===== config.mk =====
export PLATFORM = sky130hd
export DESIGN_NAME = lpt_timer
export DESIGN_NICKNAME = d
export VERILOG_FILES = /design/src/lpt_pkg.sv /design/src/lpt_axil_slave.sv /design/src/lpt_timer.sv
export SDC_FILE = /design/constraint.sdc
export NUM_CORES = 1
export LEC_CHECK = 0
export BUFFER_PORTS_ARGS = -buffer_cell sky130_fd_sc_hd__buf_2
export CORE_UTILIZATION = 35
export CTS_CLUSTER_SIZE = 30
export DETAILED_ROUTE_END_ITERATION = 7
export PLACE_DENSITY = 0.64
export SLEW_MARGIN = 5
export SYNTH_ARGS = -nofsm -noshare
export SYNTH_HDL_FRONTEND = slang
export SYNTH_SLANG_ARGS = --single-unit

===== constraint.sdc =====
create_clock -name aclk -period 3.3 [get_ports aclk]
set_clock_uncertainty 0.15 [all_clocks]
set_input_delay 0.165 -clock aclk [delete_from_list [all_inputs] [get_ports aclk]]
set_output_delay 0.165 -clock aclk [all_outputs]
set_load 0.02 [all_outputs]

===== src/lpt_pkg.sv =====
// Shared constants for the low-power periodic timer: register map, fields, reset values.
// Assumes a 32-bit AXI4-Lite bus with word-aligned registers.
package lpt_pkg;

    // ************************************************************
    // Register map
    // ************************************************************
    // Printed offsets are not word multiples, so they are kept as indices.
    localparam logic [31:0] LPT_IDX_CLOCK_GATE = 32'h0008_00B1;
    localparam logic [31:0] LPT_IDX_RUN_CLEAR = 32'h0008_00B2;
    localparam logic [31:0] LPT_IDX_PERIOD = 32'h0008_00B4;
    localparam logic [31:0] LPT_ADDR_CLOCK_GATE = LPT_IDX_CLOCK_GATE << 2;
    localparam logic [31:0] LPT_ADDR_RUN_CLEAR = LPT_IDX_RUN_CLEAR << 2;
    localparam logic [31:0] LPT_ADDR_PERIOD = LPT_IDX_PERIOD << 2;
    localparam logic [31:0] LPT_ADDR_UNLOCK = 32'h0000_0000;
    localparam logic [31:0] LPT_ADDR_CONTROL = 32'h0000_0004;
    localparam logic [31:0] LPT_ADDR_COMPARE = 32'h0000_0008;
    localparam logic [31:0] LPT_ADDR_IRQ_STATUS = 32'h0000_000C;
    localparam logic [31:0] LPT_ADDR_IRQ_MASK = 32'h0000_0010;
    localparam logic [31:0] LPT_ADDR_COUNT = 32'h0000_0014;

    // ************************************************************
    // Fields
    // ************************************************************
    localparam int LPT_BIT_GATE_OFF = 0;
    localparam int LPT_BIT_RUN = 0;
    localparam int LPT_BIT_CLEAR = 1;
    localparam int LPT_BIT_UNLOCK = 0;
    localparam int LPT_POS_PRESCALE = 0;
    localparam int LPT_BIT_SRC_SEL = 4;
    localparam int LPT_BIT_CMP_EN = 6;
    localparam int LPT_BIT_EV_CMP = 0;
    localparam int LPT_BIT_EV_WRAP = 1;
    localparam int LPT_NUM_EVENTS = 2;

    // ************************************************************
    // Reset values
    // ************************************************************
    localparam logic LPT_RST_GATE_OFF = 1'h1;
    localparam logic [15:0] LPT_RST_PERIOD = 16'hFFFF;
    localparam logic [15:0] LPT_RST_COMPARE = 16'hFFFF;
    localparam logic [2:0] LPT_RST_PRESCALE = 3'h1;

    localparam logic [1:0] LPT_RESP_OKAY = 2'h0;
    localparam logic [1:0] LPT_RESP_SLVERR = 2'h2;

    // Last divider count for a prescale code; prohibited codes fall back to divide by 2.
    function automatic logic [4:0] lpt_div_last(input logic [2:0] code);
        logic [4:0] r;
        r = 5'h01;
        if (code >= 3'h1 && code <= 3'h5) begin
            r = 5'((6'h01 << code) - 6'h01);
        end
        return r;
    endfunction

    function automatic logic lpt_addr_known(input logic [31:0] a);
        return a == LPT_ADDR_CLOCK_GATE || a == LPT_ADDR_RUN_CLEAR || a == LPT_ADDR_PERIOD
            || a == LPT_ADDR_UNLOCK || a == LPT_ADDR_CONTROL || a == LPT_ADDR_COMPARE
            || a == LPT_ADDR_IRQ_STATUS || a == LPT_ADDR_IRQ_MASK || a == LPT_ADDR_COUNT;
    endfunction

    // Byte-lane merge of the low half word.
    function automatic logic [15:0] lpt_merge16(input logic [15:0] old, input logic [31:0] d,
                                                input logic [3:0] strb);
        logic [15:0] r;
        r = old;
        if (strb[0]) begin
            r[7:0] = d[7:0];
        end
        if (strb[1]) begin
            r[15:8] = d[15:8];
        end
        return r;
    endfunction

endpackage


===== src/lpt_axil_slave.sv =====
// AXI4-Lite slave front end for the low-power periodic timer.
// Assumes a single-clock master; one write and one read under way at a time.
`timescale 1ns/1ps
`default_nettype none
module lpt_axil_slave
    import lpt_pkg::*;
(
    input wire logic aclk,
    input wire logic aresetn,
    input wire logic [31:0] s_axi_awaddr,
    input wire logic s_axi_awvalid,
    output logic s_axi_awready,
    input wire logic [31:0] s_axi_wdata,
    input wire logic [3:0] s_axi_wstrb,
    input wire logic s_axi_wvalid,
    output logic s_axi_wready,
    output logic [1:0] s_axi_bresp,
    output logic s_axi_bvalid,
    input wire logic s_axi_bready,
    input wire logic [31:0] s_axi_araddr,
    input wire logic s_axi_arvalid,
    output logic s_axi_arready,
    output logic [31:0] s_axi_rdata,
    output logic [1:0] s_axi_rresp,
    output logic s_axi_rvalid,
    input wire logic s_axi_rready,
    output logic wr_en,
    output logic [31:0] wr_addr,
    output logic [31:0] wr_data,
    output logic [3:0] wr_strb,
    output logic [31:0] rd_addr,
    input wire logic [31:0] rd_data
);

    logic aw_have_q;
    logic w_have_q;
    logic rd_pend_q;

    // ************************************************************
    // Write channel
    // ************************************************************
    assign wr_en = aw_have_q && w_have_q && !s_axi_bvalid;

    always_ff @(posedge aclk) begin
        if (!aresetn) begin
            s_axi_awready <= 1'b1;
            s_axi_wready <= 1'b1;
            s_axi_bvalid <= 1'b0;
            s_axi_bresp <= LPT_RESP_OKAY;
            aw_have_q <= 1'b0;
            w_have_q <= 1'b0;
            wr_addr <= 32'h0000_0000;
            wr_data <= 32'h0000_0000;
            wr_strb <= 4'h0;
        end else begin
            if (s_axi_awvalid && s_axi_awready) begin
                wr_addr <= s_axi_awaddr;
                aw_have_q <= 1'b1;
                s_axi_awready <= 1'b0;
            end
            if (s_axi_wvalid && s_axi_wready) begin
                wr_data <= s_axi_wdata;
                wr_strb <= s_axi_wstrb;
                w_have_q <= 1'b1;
                s_axi_wready <= 1'b0;
            end
            if (wr_en) begin
                s_axi_bvalid <= 1'b1;
                s_axi_bresp <= lpt_addr_known(wr_addr) ? LPT_RESP_OKAY : LPT_RESP_SLVERR;
            end
            if (s_axi_bvalid && s_axi_bready) begin
                s_axi_bvalid <= 1'b0;
                aw_have_q <= 1'b0;
                w_have_q <= 1'b0;
                s_axi_awready <= 1'b1;
                s_axi_wready <= 1'b1;
            end
        end
    end

    // ************************************************************
    // Read channel
    // ************************************************************
    always_ff @(posedge aclk) begin
        if (!aresetn) begin
            s_axi_arready <= 1'b1;
            s_axi_rvalid <= 1'b0;
            s_axi_rresp <= LPT_RESP_OKAY;
            s_axi_rdata <= 32'h0000_0000;
            rd_pend_q <= 1'b0;
            rd_addr <= 32'h0000_0000;
        end else begin
            if (s_axi_arvalid && s_axi_arready) begin
                rd_addr <= s_axi_araddr;
                rd_pend_q <= 1'b1;
                s_axi_arready <= 1'b0;
            end
            if (rd_pend_q && !s_axi_rvalid) begin
                s_axi_rvalid <= 1'b1;
                s_axi_rdata <= rd_data;
                s_axi_rresp <= lpt_addr_known(rd_addr) ? LPT_RESP_OKAY : LPT_RESP_SLVERR;
                rd_pend_q <= 1'b0;
            end
            if (s_axi_rvalid && s_axi_rready) begin
                s_axi_rvalid <= 1'b0;
                s_axi_arready <= 1'b1;
            end
        end
    end

endmodule
`default_nettype wire


===== src/lpt_timer.sv =====
// Low-power periodic timer: registers, prescale divider, 16-bit counter, events.
// Assumes the source oscillators arrive as slow pins, at most a quarter of aclk.
//
// Summary of operation
// - Gate bit 1 withholds timer clock.
// - Reserved gate and run bits read zero.
// - Locked registers ignore writes without unlock.
// - Run bit enables counter and divider.
// - Clear bit one clears on timer clock.
// - Clear bit reads one until done.
// - Cycle is source times ratio times period+1.
// - Counter wraps to zero after period match.
// - Prescale codes 1..5 divide by 2..32.
// - Compare match fires only in standby.
`timescale 1ns/1ps
`default_nettype none
module lpt_timer
    import lpt_pkg::*;
#(
    parameter int COUNT_WIDTH = 16
) (
    input wire logic aclk,
    input wire logic aresetn,
    input wire logic [31:0] s_axi_awaddr,
    input wire logic s_axi_awvalid,
    output logic s_axi_awready,
    input wire logic [31:0] s_axi_wdata,
    input wire logic [3:0] s_axi_wstrb,
    input wire logic s_axi_wvalid,
    output logic s_axi_wready,
    output logic [1:0] s_axi_bresp,
    output logic s_axi_bvalid,
    input wire logic s_axi_bready,
    input wire logic [31:0] s_axi_araddr,
    input wire logic s_axi_arvalid,
    output logic s_axi_arready,
    output logic [31:0] s_axi_rdata,
    output logic [1:0] s_axi_rresp,
    output logic s_axi_rvalid,
    input wire logic s_axi_rready,
    input wire logic sub_clock,
    input wire logic watchdog_oscillator,
    input wire logic standby_mode,
    output logic compare_match_event_q,
    output logic irq_q
);

    logic wr_en;
    logic [31:0] wr_addr;
    logic [31:0] wr_data;
    logic [3:0] wr_strb;
    logic [31:0] rd_addr;
    logic [31:0] rd_data;

    logic write_unlock_bit_q;
    logic clock_gate_off_q;
    logic counter_run_q;
    logic counter_clear_request_q;
    logic [15:0] period_value_q;
    logic [15:0] compare_value_q;
    logic [2:0] prescale_select_q;
    logic source_clock_select_q;
    logic compare_enable_q;
    logic [LPT_NUM_EVENTS-1:0] irq_status_q;
    logic [LPT_NUM_EVENTS-1:0] irq_mask_q;
    logic [LPT_NUM_EVENTS-1:0] event_set;

    logic [1:0] sub_sync_q;
    logic [1:0] wdt_sync_q;
    logic src_level;
    logic src_prev_q;
    logic src_edge;
    logic [4:0] div_q;
    logic [COUNT_WIDTH-1:0] count_q;
    logic step;
    logic tick;
    logic clear_done;
    logic wrap;
    logic lane0;
    logic locked_write;

    lpt_axil_slave u_bus (
        .aclk(aclk),
        .aresetn(aresetn),
        .s_axi_awaddr(s_axi_awaddr),
        .s_axi_awvalid(s_axi_awvalid),
        .s_axi_awready(s_axi_awready),
        .s_axi_wdata(s_axi_wdata),
        .s_axi_wstrb(s_axi_wstrb),
        .s_axi_wvalid(s_axi_wvalid),
        .s_axi_wready(s_axi_wready),
        .s_axi_bresp(s_axi_bresp),
        .s_axi_bvalid(s_axi_bvalid),
        .s_axi_bready(s_axi_bready),
        .s_axi_araddr(s_axi_araddr),
        .s_axi_arvalid(s_axi_arvalid),
        .s_axi_arready(s_axi_arready),
        .s_axi_rdata(s_axi_rdata),
        .s_axi_rresp(s_axi_rresp),
        .s_axi_rvalid(s_axi_rvalid),
        .s_axi_rready(s_axi_rready),
        .wr_en(wr_en),
        .wr_addr(wr_addr),
        .wr_data(wr_data),
        .wr_strb(wr_strb),
        .rd_addr(rd_addr),
        .rd_data(rd_data)
    );

    // ************************************************************
    // Register writes
    // ************************************************************
    assign lane0 = wr_en && wr_strb[0];
    // Gate, run/clear, control, period and compare registers accept a write only after software sets the unlock bit.
    assign locked_write = wr_en && write_unlock_bit_q;

    always_ff @(posedge aclk) begin
        if (!aresetn) begin
            write_unlock_bit_q <= 1'b0;
        end else if (lane0 && wr_addr == LPT_ADDR_UNLOCK) begin
            write_unlock_bit_q <= wr_data[LPT_BIT_UNLOCK];
        end
    end

    always_ff @(posedge aclk) begin
        if (!aresetn) begin
            clock_gate_off_q <= LPT_RST_GATE_OFF;
            counter_run_q <= 1'b0;
            prescale_select_q <= LPT_RST_PRESCALE;
            source_clock_select_q <= 1'b0;
            compare_enable_q <= 1'b0;
        end else if (locked_write && wr_strb[0]) begin
            if (wr_addr == LPT_ADDR_CLOCK_GATE) begin
                clock_gate_off_q <= wr_data[LPT_BIT_GATE_OFF];
            end
            if (wr_addr == LPT_ADDR_RUN_CLEAR) begin
                counter_run_q <= wr_data[LPT_BIT_RUN];
            end
            if (wr_addr == LPT_ADDR_CONTROL) begin
                prescale_select_q <= wr_data[LPT_POS_PRESCALE +: 3];
                source_clock_select_q <= wr_data[LPT_BIT_SRC_SEL];
                compare_enable_q <= wr_data[LPT_BIT_CMP_EN];
            end
        end
    end

    always_ff @(posedge aclk) begin
        if (!aresetn) begin
            period_value_q <= LPT_RST_PERIOD;
            compare_value_q <= LPT_RST_COMPARE;
        end else if (locked_write) begin
            if (wr_addr == LPT_ADDR_PERIOD) begin
                period_value_q <= lpt_merge16(period_value_q, wr_data, wr_strb);
            end
            if (wr_addr == LPT_ADDR_COMPARE) begin
                compare_value_q <= lpt_merge16(compare_value_q, wr_data, wr_strb);
            end
        end
    end

    // A new request in the completion cycle wins, so no request is lost.
    always_ff @(posedge aclk) begin
        if (!aresetn) begin
            counter_clear_request_q <= 1'b0;
        end else if (locked_write && wr_strb[0] && wr_addr == LPT_ADDR_RUN_CLEAR
                     && wr_data[LPT_BIT_CLEAR]) begin
            counter_clear_request_q <= 1'b1;
        end else if (clear_done) begin
            counter_clear_request_q <= 1'b0;
        end
    end

    // ************************************************************
    // Source clock sampling
    // ************************************************************
    // Both oscillators are sampled twice before use; the edge detector reads
    // only the second stage.
    always_ff @(posedge aclk) begin
        if (!aresetn) begin
            sub_sync_q <= 2'h0;
            wdt_sync_q <= 2'h0;
            src_prev_q <= 1'b0;
        end else begin
            sub_sync_q <= {sub_sync_q[0], sub_clock};
            wdt_sync_q <= {wdt_sync_q[0], watchdog_oscillator};
            src_prev_q <= src_level;
        end
    end

    assign src_level = source_clock_select_q ? wdt_sync_q[1] : sub_sync_q[1];
    assign src_edge = src_level && !src_prev_q;

    // ************************************************************
    // Divider and counter
    // ************************************************************
    assign clear_done = counter_clear_request_q && src_edge && !clock_gate_off_q;
    assign step = src_edge && !clock_gate_off_q && counter_run_q;
    assign tick = step && !clear_done && div_q == lpt_div_last(prescale_select_q);
    assign wrap = tick && count_q == COUNT_WIDTH'(period_value_q);

    // Gated, both stages keep their value; stopped, they keep it unless a pending clear completes and zeroes them.
    always_ff @(posedge aclk) begin
        if (!aresetn) begin
            div_q <= 5'h00;
        end else if (clear_done) begin
            div_q <= 5'h00;
        end else if (step) begin
            div_q <= tick ? 5'h00 : div_q + 5'h01;
        end
    end

    always_ff @(posedge aclk) begin
        if (!aresetn) begin
            count_q <= '0;
        end else if (clear_done) begin
            count_q <= '0;
        end else if (tick) begin
            count_q <= wrap ? '0 : count_q + 1'b1;
        end
    end

    // ************************************************************
    // Events and interrupt
    // ************************************************************
    assign event_set[LPT_BIT_EV_CMP] = tick && compare_enable_q && standby_mode
                                       && count_q == COUNT_WIDTH'(compare_value_q);
    assign event_set[LPT_BIT_EV_WRAP] = wrap;

    always_ff @(posedge aclk) begin
        if (!aresetn) begin
            compare_match_event_q <= 1'b0;
        end else begin
            compare_match_event_q <= event_set[LPT_BIT_EV_CMP];
        end
    end

    always_ff @(posedge aclk) begin
        if (!aresetn) begin
            irq_status_q <= '0;
        end else if (lane0 && wr_addr == LPT_ADDR_IRQ_STATUS) begin
            irq_status_q <= (irq_status_q & ~wr_data[LPT_NUM_EVENTS-1:0]) | event_set;
        end else begin
            irq_status_q <= irq_status_q | event_set;
        end
    end

    always_ff @(posedge aclk) begin
        if (!aresetn) begin
            irq_mask_q <= '0;
            irq_q <= 1'b0;
        end else begin
            if (lane0 && wr_addr == LPT_ADDR_IRQ_MASK) begin
                irq_mask_q <= wr_data[LPT_NUM_EVENTS-1:0];
            end
            irq_q <= |(irq_status_q & irq_mask_q);
        end
    end

    // ************************************************************
    // Register reads
    // ************************************************************
    always_comb begin
        rd_data = 32'h0000_0000;
        unique case (rd_addr)
            LPT_ADDR_CLOCK_GATE: rd_data[LPT_BIT_GATE_OFF] = clock_gate_off_q;
            LPT_ADDR_RUN_CLEAR: begin
                rd_data[LPT_BIT_RUN] = counter_run_q;
                rd_data[LPT_BIT_CLEAR] = counter_clear_request_q;
            end
            LPT_ADDR_PERIOD: rd_data[15:0] = period_value_q;
            LPT_ADDR_UNLOCK: rd_data[LPT_BIT_UNLOCK] = write_unlock_bit_q;
            LPT_ADDR_CONTROL: begin
                rd_data[LPT_POS_PRESCALE +: 3] = prescale_select_q;
                rd_data[LPT_BIT_SRC_SEL] = source_clock_select_q;
                rd_data[LPT_BIT_CMP_EN] = compare_enable_q;
            end
            LPT_ADDR_COMPARE: rd_data[15:0] = compare_value_q;
            LPT_ADDR_IRQ_STATUS: rd_data[LPT_NUM_EVENTS-1:0] = irq_status_q;
            LPT_ADDR_IRQ_MASK: rd_data[LPT_NUM_EVENTS-1:0] = irq_mask_q;
            LPT_ADDR_COUNT: rd_data[COUNT_WIDTH-1:0] = count_q;
            default: rd_data = 32'h0000_0000;
        endcase
    end
endmodule
`default_nettype wire


### Yosys cells after proc, flatten, opt, wreduce, memory -nomap -nowiden

Cells that the tools add are included.

* register bits: 183
* memories: 0
* memory bits (writable): 0
* input bits: 110
* memory bits (read-only): 0
* output and inout bits: 43
* logic and storage cells: 147
* latch bits: 0

* div/mod/pow operators: 0
* reductions and logical operators: 64
* multiply operators: 0
* multiplexer cells: 17
* shifts and indexed selects: 1
* bitwise gates (word level): 6
* add/subtract/negate cells: 3
* equality and inequality tests: 19
* order comparisons: 2

Operators with widths (count)
* $eq A32 B22 Y1 const B: 6
* $eq A32 B4 Y1 const B: 4
* $eq A32 B5 Y1 const B: 4
* $eq A32 B3 Y1 const B: 2
* $logic_not A32 Y1: 2
* $eq A16 B16 Y1: 2
* $logic_and A1 B1 Y1: 28
* $pmux W9 S3: 1
* $add A16 B1 Y16 const B: 1
* $logic_or A1 B1 Y1: 16
* $mux W16: 1
* $pmux W1 S4: 3
* $reduce_and A3 Y1: 4
* $mux W5: 2
* $reduce_or A2 Y1: 5
* $pmux W1 S9: 1
* $pmux W1 S7: 1
* $mux W2: 3
* $pmux W1 S3: 2
* $reduce_and A2 Y1: 3
* $add A5 B1 Y5 const B: 1
* $eq A5 B5 Y1: 1
* $logic_not A1 Y1: 5
* $shl A1 B3 Y5 const A: 1
* other kinds (9): 13

### Logic depth before layout (Yosys ltp)

* depth after elaboration: 12
* mapped depth: 12
* mapped depth without buffers: 9

### By module

From an unflattened synthesis, not the netlist that was laid out.

* cells, all modules: 1145
* area, all modules: 9506.6 sq um

By module, submodules not included
* lpt_axil_slave: cells an instance 643, sequential area each 2842.7 sq um, instances 1, area each 5420.2 sq um
* lpt_timer: cells an instance 502, sequential area each 1461.4 sq um, instances 1, area each 4086.4 sq um

### Worst setup path before layout

No wires, ideal clock.

* kind: reg-to-reg
* from: reg prescale_select_q[2]
* to: reg count_q[11]
* data required time: 3080 ps
* library setup time: 70 ps
* arrival time: 2791 ps
* cell stages (with the launch flop): 11
* clock period less this slack: 3010 ps
* setup slack: 290 ps
* path buffers: 2
* path through: dfxtp_1 buf_2 or3_1 ha_1 xor2_1 or4_4 and3_4 a2111o_1 buf_6 or3_1 a21oi_1

* word-level cells in the longest chain between the ends: 7
* elaborated cells between the ends (all ways): 10
* classes of those cells: add/sub (1); order compare (2); eq/ne (1); shift (1); mux (2); reduce/logical (3)

Ends and longest elaborated chain
* start, declared: line lpt_timer.sv:61 `logic [2:0] prescale_select_q;`
* start signal, assigned: line lpt_timer.sv:140 `prescale_select_q <= wr_data[LPT_POS_PRESCALE +: 3];`
* $shl A1 B3 Y5, or another cell as far along: line lpt_pkg.sv:52 `r = 5'((6'h01 << code) - 6'h01);`
* $sub A5 B1 Y5 / $logic_and A1 B1 Y1 (equally long branches): line lpt_pkg.sv:52, lpt_pkg.sv:51
* $mux W5 *: line lpt_pkg.sv:51 `if (code >= 3'h1 && code <= 3'h5) begin`
* $eq A5 B5 Y1 *: line lpt_timer.sv:198 `assign tick = step && !clear_done && div_q == lpt_div_last(prescale_select_q);`
* $logic_and A1 B1 Y1 *: line lpt_timer.sv:198
* $logic_and A1 B1 Y1: line lpt_timer.sv:199 `assign wrap = tick && count_q == COUNT_WIDTH'(period_value_q);`
* $mux W16: line lpt_timer.sv:218 `count_q <= wrap ? '0 : count_q + 1'b1;`
* end signal, assigned: line lpt_timer.sv:218
* end, declared: line lpt_timer.sv:74 `logic [COUNT_WIDTH-1:0] count_q;`

Mark *: on every way between the ends. The rest lies on a longest branch, timed or not.
A chain may end at the register's enable or synchronous reset.

### Worst setup path in the final report

* from: reg prescale_select_q[1]
* to: reg count_q[15]

The elaborated chain is that of the path after synthesis.

==> results.cfg <==
[status]
status = finished clean

[min_path]
min_to = u_bus.w_have_q$_SDFFE_PP0P_
hold_path_depth = 3
holdCritStartpoint = s_axi_bready
min_path_type = in2reg

[critical_path]
worstPathArrival_ns = 3.29
cp_common_cell = or3_1
crit_family = simple AND/OR/NAND/NOR gates
critPathSlowestCell = a2111o_1
crit_type = reg2reg
start_kind = register
rrSetupSlack_ns = 0.22
path_cells = or3_1 > ha_1 > xor2_1 > or4_4 > and3_4 > a2111o_1 > or3_1 > a21oi_1
end_kind = register
crit_path_max_fanout = 13
max_stage_delay_ns = 0.56
cp.required_ns = 3.51
reg2reg_from = prescale_select_q[1]$_SDFFE_PN0P_
worst-path-buf-inv = 0
rr_worst_depth = 8
reg2reg_to = count_q[15]$_SDFFE_PP0P_

[final_layout]
nets = 1253
fillers = 2163
num_antenna_cells = 0
seq_area_sq_um = 3620
drive_gt1_share_pct = 15.7
final_cell_mix = 244 x nand2_1, 181 x dfxtp_1, 115 x buf_2
multiInputGateArea_sq_um = 4220
layout_commonest_cell = nand2_1
syn_to_final_growth_pct = 28.5

[route]
wl_um = 21600
vias_per_cell = 4.92
dr.pass1.iters = 4
wl_per_cell_um = 14.8
ant_nets = 0
drc_errors = 0
first_iter_violations = 373
via_count = 7212

[placed_design]
place.gp.congestion = 0.883
port_buffers = 116
dp_slack_ns = 0.247
dp_hpwl_um = 14900

[clocking]
cts_buffer_depth = 2
path_clk_slew_ns = 0.08
cts_tree = yes
root_buffer = clkbuf_16
cts_made_buffers = 17
htreeDepth = 4
insertion_delay_ns = 0.44
post_cts_resized = 0
post_cts_buffers = 0
cts.sinks = 181

[global_routing]
globalRoute.totalOverflow = 0
grt_pass1_wl_um = 35300
grt_usage_pct = 18.6
antenna_found_initial = 0
grt_start_max_net_pins = 48
grt_pass1_vias = 6922

[synthesis]
synth_edf_count = 0
synth_top_flop_cell = dfxtp_1
synth-seq-area-share_pct = 44.2
synth_cell_types = 66
syn_avg_cell_area_sq_um = 8.57
yosys_register_bits = 181
synthCells = 956
ys_warn_count = 0
async_flop_share_pct = 0
netlist_area_sq_um = 8200

[pwr]
vdd_ir_drop_max_v = 0.000266
p_per_area_nw_per_um2 = 462
power.leakage_nw = 4.03

[die]
die_area_sq_um = 24000
die_h_um = 155
num_rows = 55
coreArea_sq_um = 22800
die_w_um = 155
initial_core_util_pct = 36.0
io_pins = 153

[timing]
fin_crit_sh_pct = 93.4
tightest_slew_ns = 1.16
fin_ws_ns = 0.219
finalSetupTns_ns = 0
max_freq_ghz = 0.325
maxSlewViolCount = 0
setup_viol = 0
maxSlewHeadroom_pct = 22.8
min_period_ns = 3.08
rsz0062_at_grt = false
finalHoldViolCount = 0

[run]
cap_violations = 0
==> through the flow <==
step / std cells / power, mW / utilization, % / instance area, sq um / hold slack [ns]
final: 1466 / 4.86 / 46.2 / 10500 / 0.0339
after global routing: 1466 / 5.08 / 46.2 / 10500 / 0.0570
after CTS: 1466 / 4.90 / 46.2 / 10500 / 0.0148
after detailed placement: 1342 / 2.75 / 39.5 / 9000 / 0.235
after global placement: 1342 / 2.75 / 39.5 / 9000 / 0.226
after floorplan: 973 / 2.63 / - / 8260 / 0.115
==> worst max-delay path by stage <==
stage | from | slack, ns | to | depth (start not counted)
floorplan | prescale_select_q[2]$_SDFFE_PN0P_ | 0.29 | count_q[11]$_SDFFE_PP0P_ | 10
global placement | prescale_select_q[1]$_SDFFE_PN0P_ | 0.26 | count_q[15]$_SDFFE_PP0P_ | 8
detailed placement | prescale_select_q[1]$_SDFFE_PN0P_ | 0.25 | count_q[15]$_SDFFE_PP0P_ | 8
CTS | prescale_select_q[1]$_SDFFE_PN0P_ | 0.22 | count_q[15]$_SDFFE_PP0P_ | 8
global route | prescale_select_q[1]$_SDFFE_PN0P_ | 0.08 | count_q[11]$_SDFFE_PP0P_ | 8
finish | prescale_select_q[1]$_SDFFE_PN0P_ | 0.22 | count_q[15]$_SDFFE_PP0P_ | 8
==> state kept, by name (all words and copies together) (netlist names), 2 cells and up <==
name	cells
count_q	16
prescale_select_q	3
period_value_q	16
irq_status_q	2
u_bus.rd_addr	32
u_bus.s_axi_rdata	16
div_q	5
u_bus.wr_data	16
irq_mask_q	2
compare_value_q	16
u_bus.wr_strb	2
u_bus.wr_addr	32
wdt_sync_q	2
sub_sync_q	2
==> cell families after synthesis <==
| kind of cell | share of synthesized area [%] |
|---|---|
| buffers and inverters | 5.11 |
| AND/OR/NAND/NOR | 22.6 |
| AO/OA/AOI/OAI | 17.2 |
| adder cells (fa/ha/maj) | 0.458 |
| XOR/XNOR | 4.59 |
| multiplexers | 5.79 |
| other | 0.0458 |
| flip-flops | 44.2 |
==> layer usage <==
metal	routed length, um	vias up	track usage, %
met2	10600	146	31.9
li1	-	3646	-
met5	0	-	0
met4	489	0	6.69
met1	9640	3388	23.0
met3	903	32	3.98
==> power breakdown <==
group	internal, mW	switching, mW	leakage, nW	total, mW
combinational	0.222	0.253	2.26	0.475
clock	1.09	0.978	0.296	2.07
sequential	2.26	0.0593	1.48	2.32
total	3.57	1.29	4.03	4.86
==> worst reg2reg max path, cell delays in order, from the launching register on <==
cell and delay, ns:
dfxtp_1 0.31, or3_1 0.42, ha_1 0.27, xor2_1 0.16
or4_4 0.42, and3_4 0.20, a2111o_1 0.56, or3_1 0.39
a21oi_1 0.13
==> timing repair <==
item	CTS	global route
endpoints found under the setup margin	0	0
hold endpoints to repair	115	0
hold buffers	92	0
==> layout make-up <==
type                       count  share of cell area (%)
multi-input combinational    702                    40.1
sequential                   181                    34.4
timing repair buffer         226                    15.6
clock buffer                  17                    4.04
tap                          313                    3.72
clock inverter                15                    1.72
inverter                      12                   0.428
==> synthesized netlist by cell type, drive strengths merged (4+ instances only) <==
master | count | area share, %
or4 | 8 | 0.78
a22o | 11 | 1.2
buf | 29 | 2.3
xnor2 | 21 | 2.2
xor2 | 22 | 2.4
nand2b | 4 | 0.31
dfxtp | 181 | 44
nor2b | 15 | 1.1
nand3 | 15 | 0.92
and2 | 8 | 0.61
mux2i | 44 | 5.4
o21ai | 34 | 2.1
o21a | 5 | 0.46
a21oi | 22 | 1.3
nor3 | 11 | 0.79
a21boi | 85 | 7.8
nor2 | 18 | 0.82
nor4b | 4 | 0.69
nor4 | 23 | 1.9
clkbuf | 49 | 2.2
inv | 12 | 0.55
a22oi | 17 | 1.6
nand4 | 14 | 1.1
nand2 | 244 | 11
and3 | 4 | 0.37
or3 | 12 | 0.92
No activity file was read; power rests on OpenSTA's default activity.
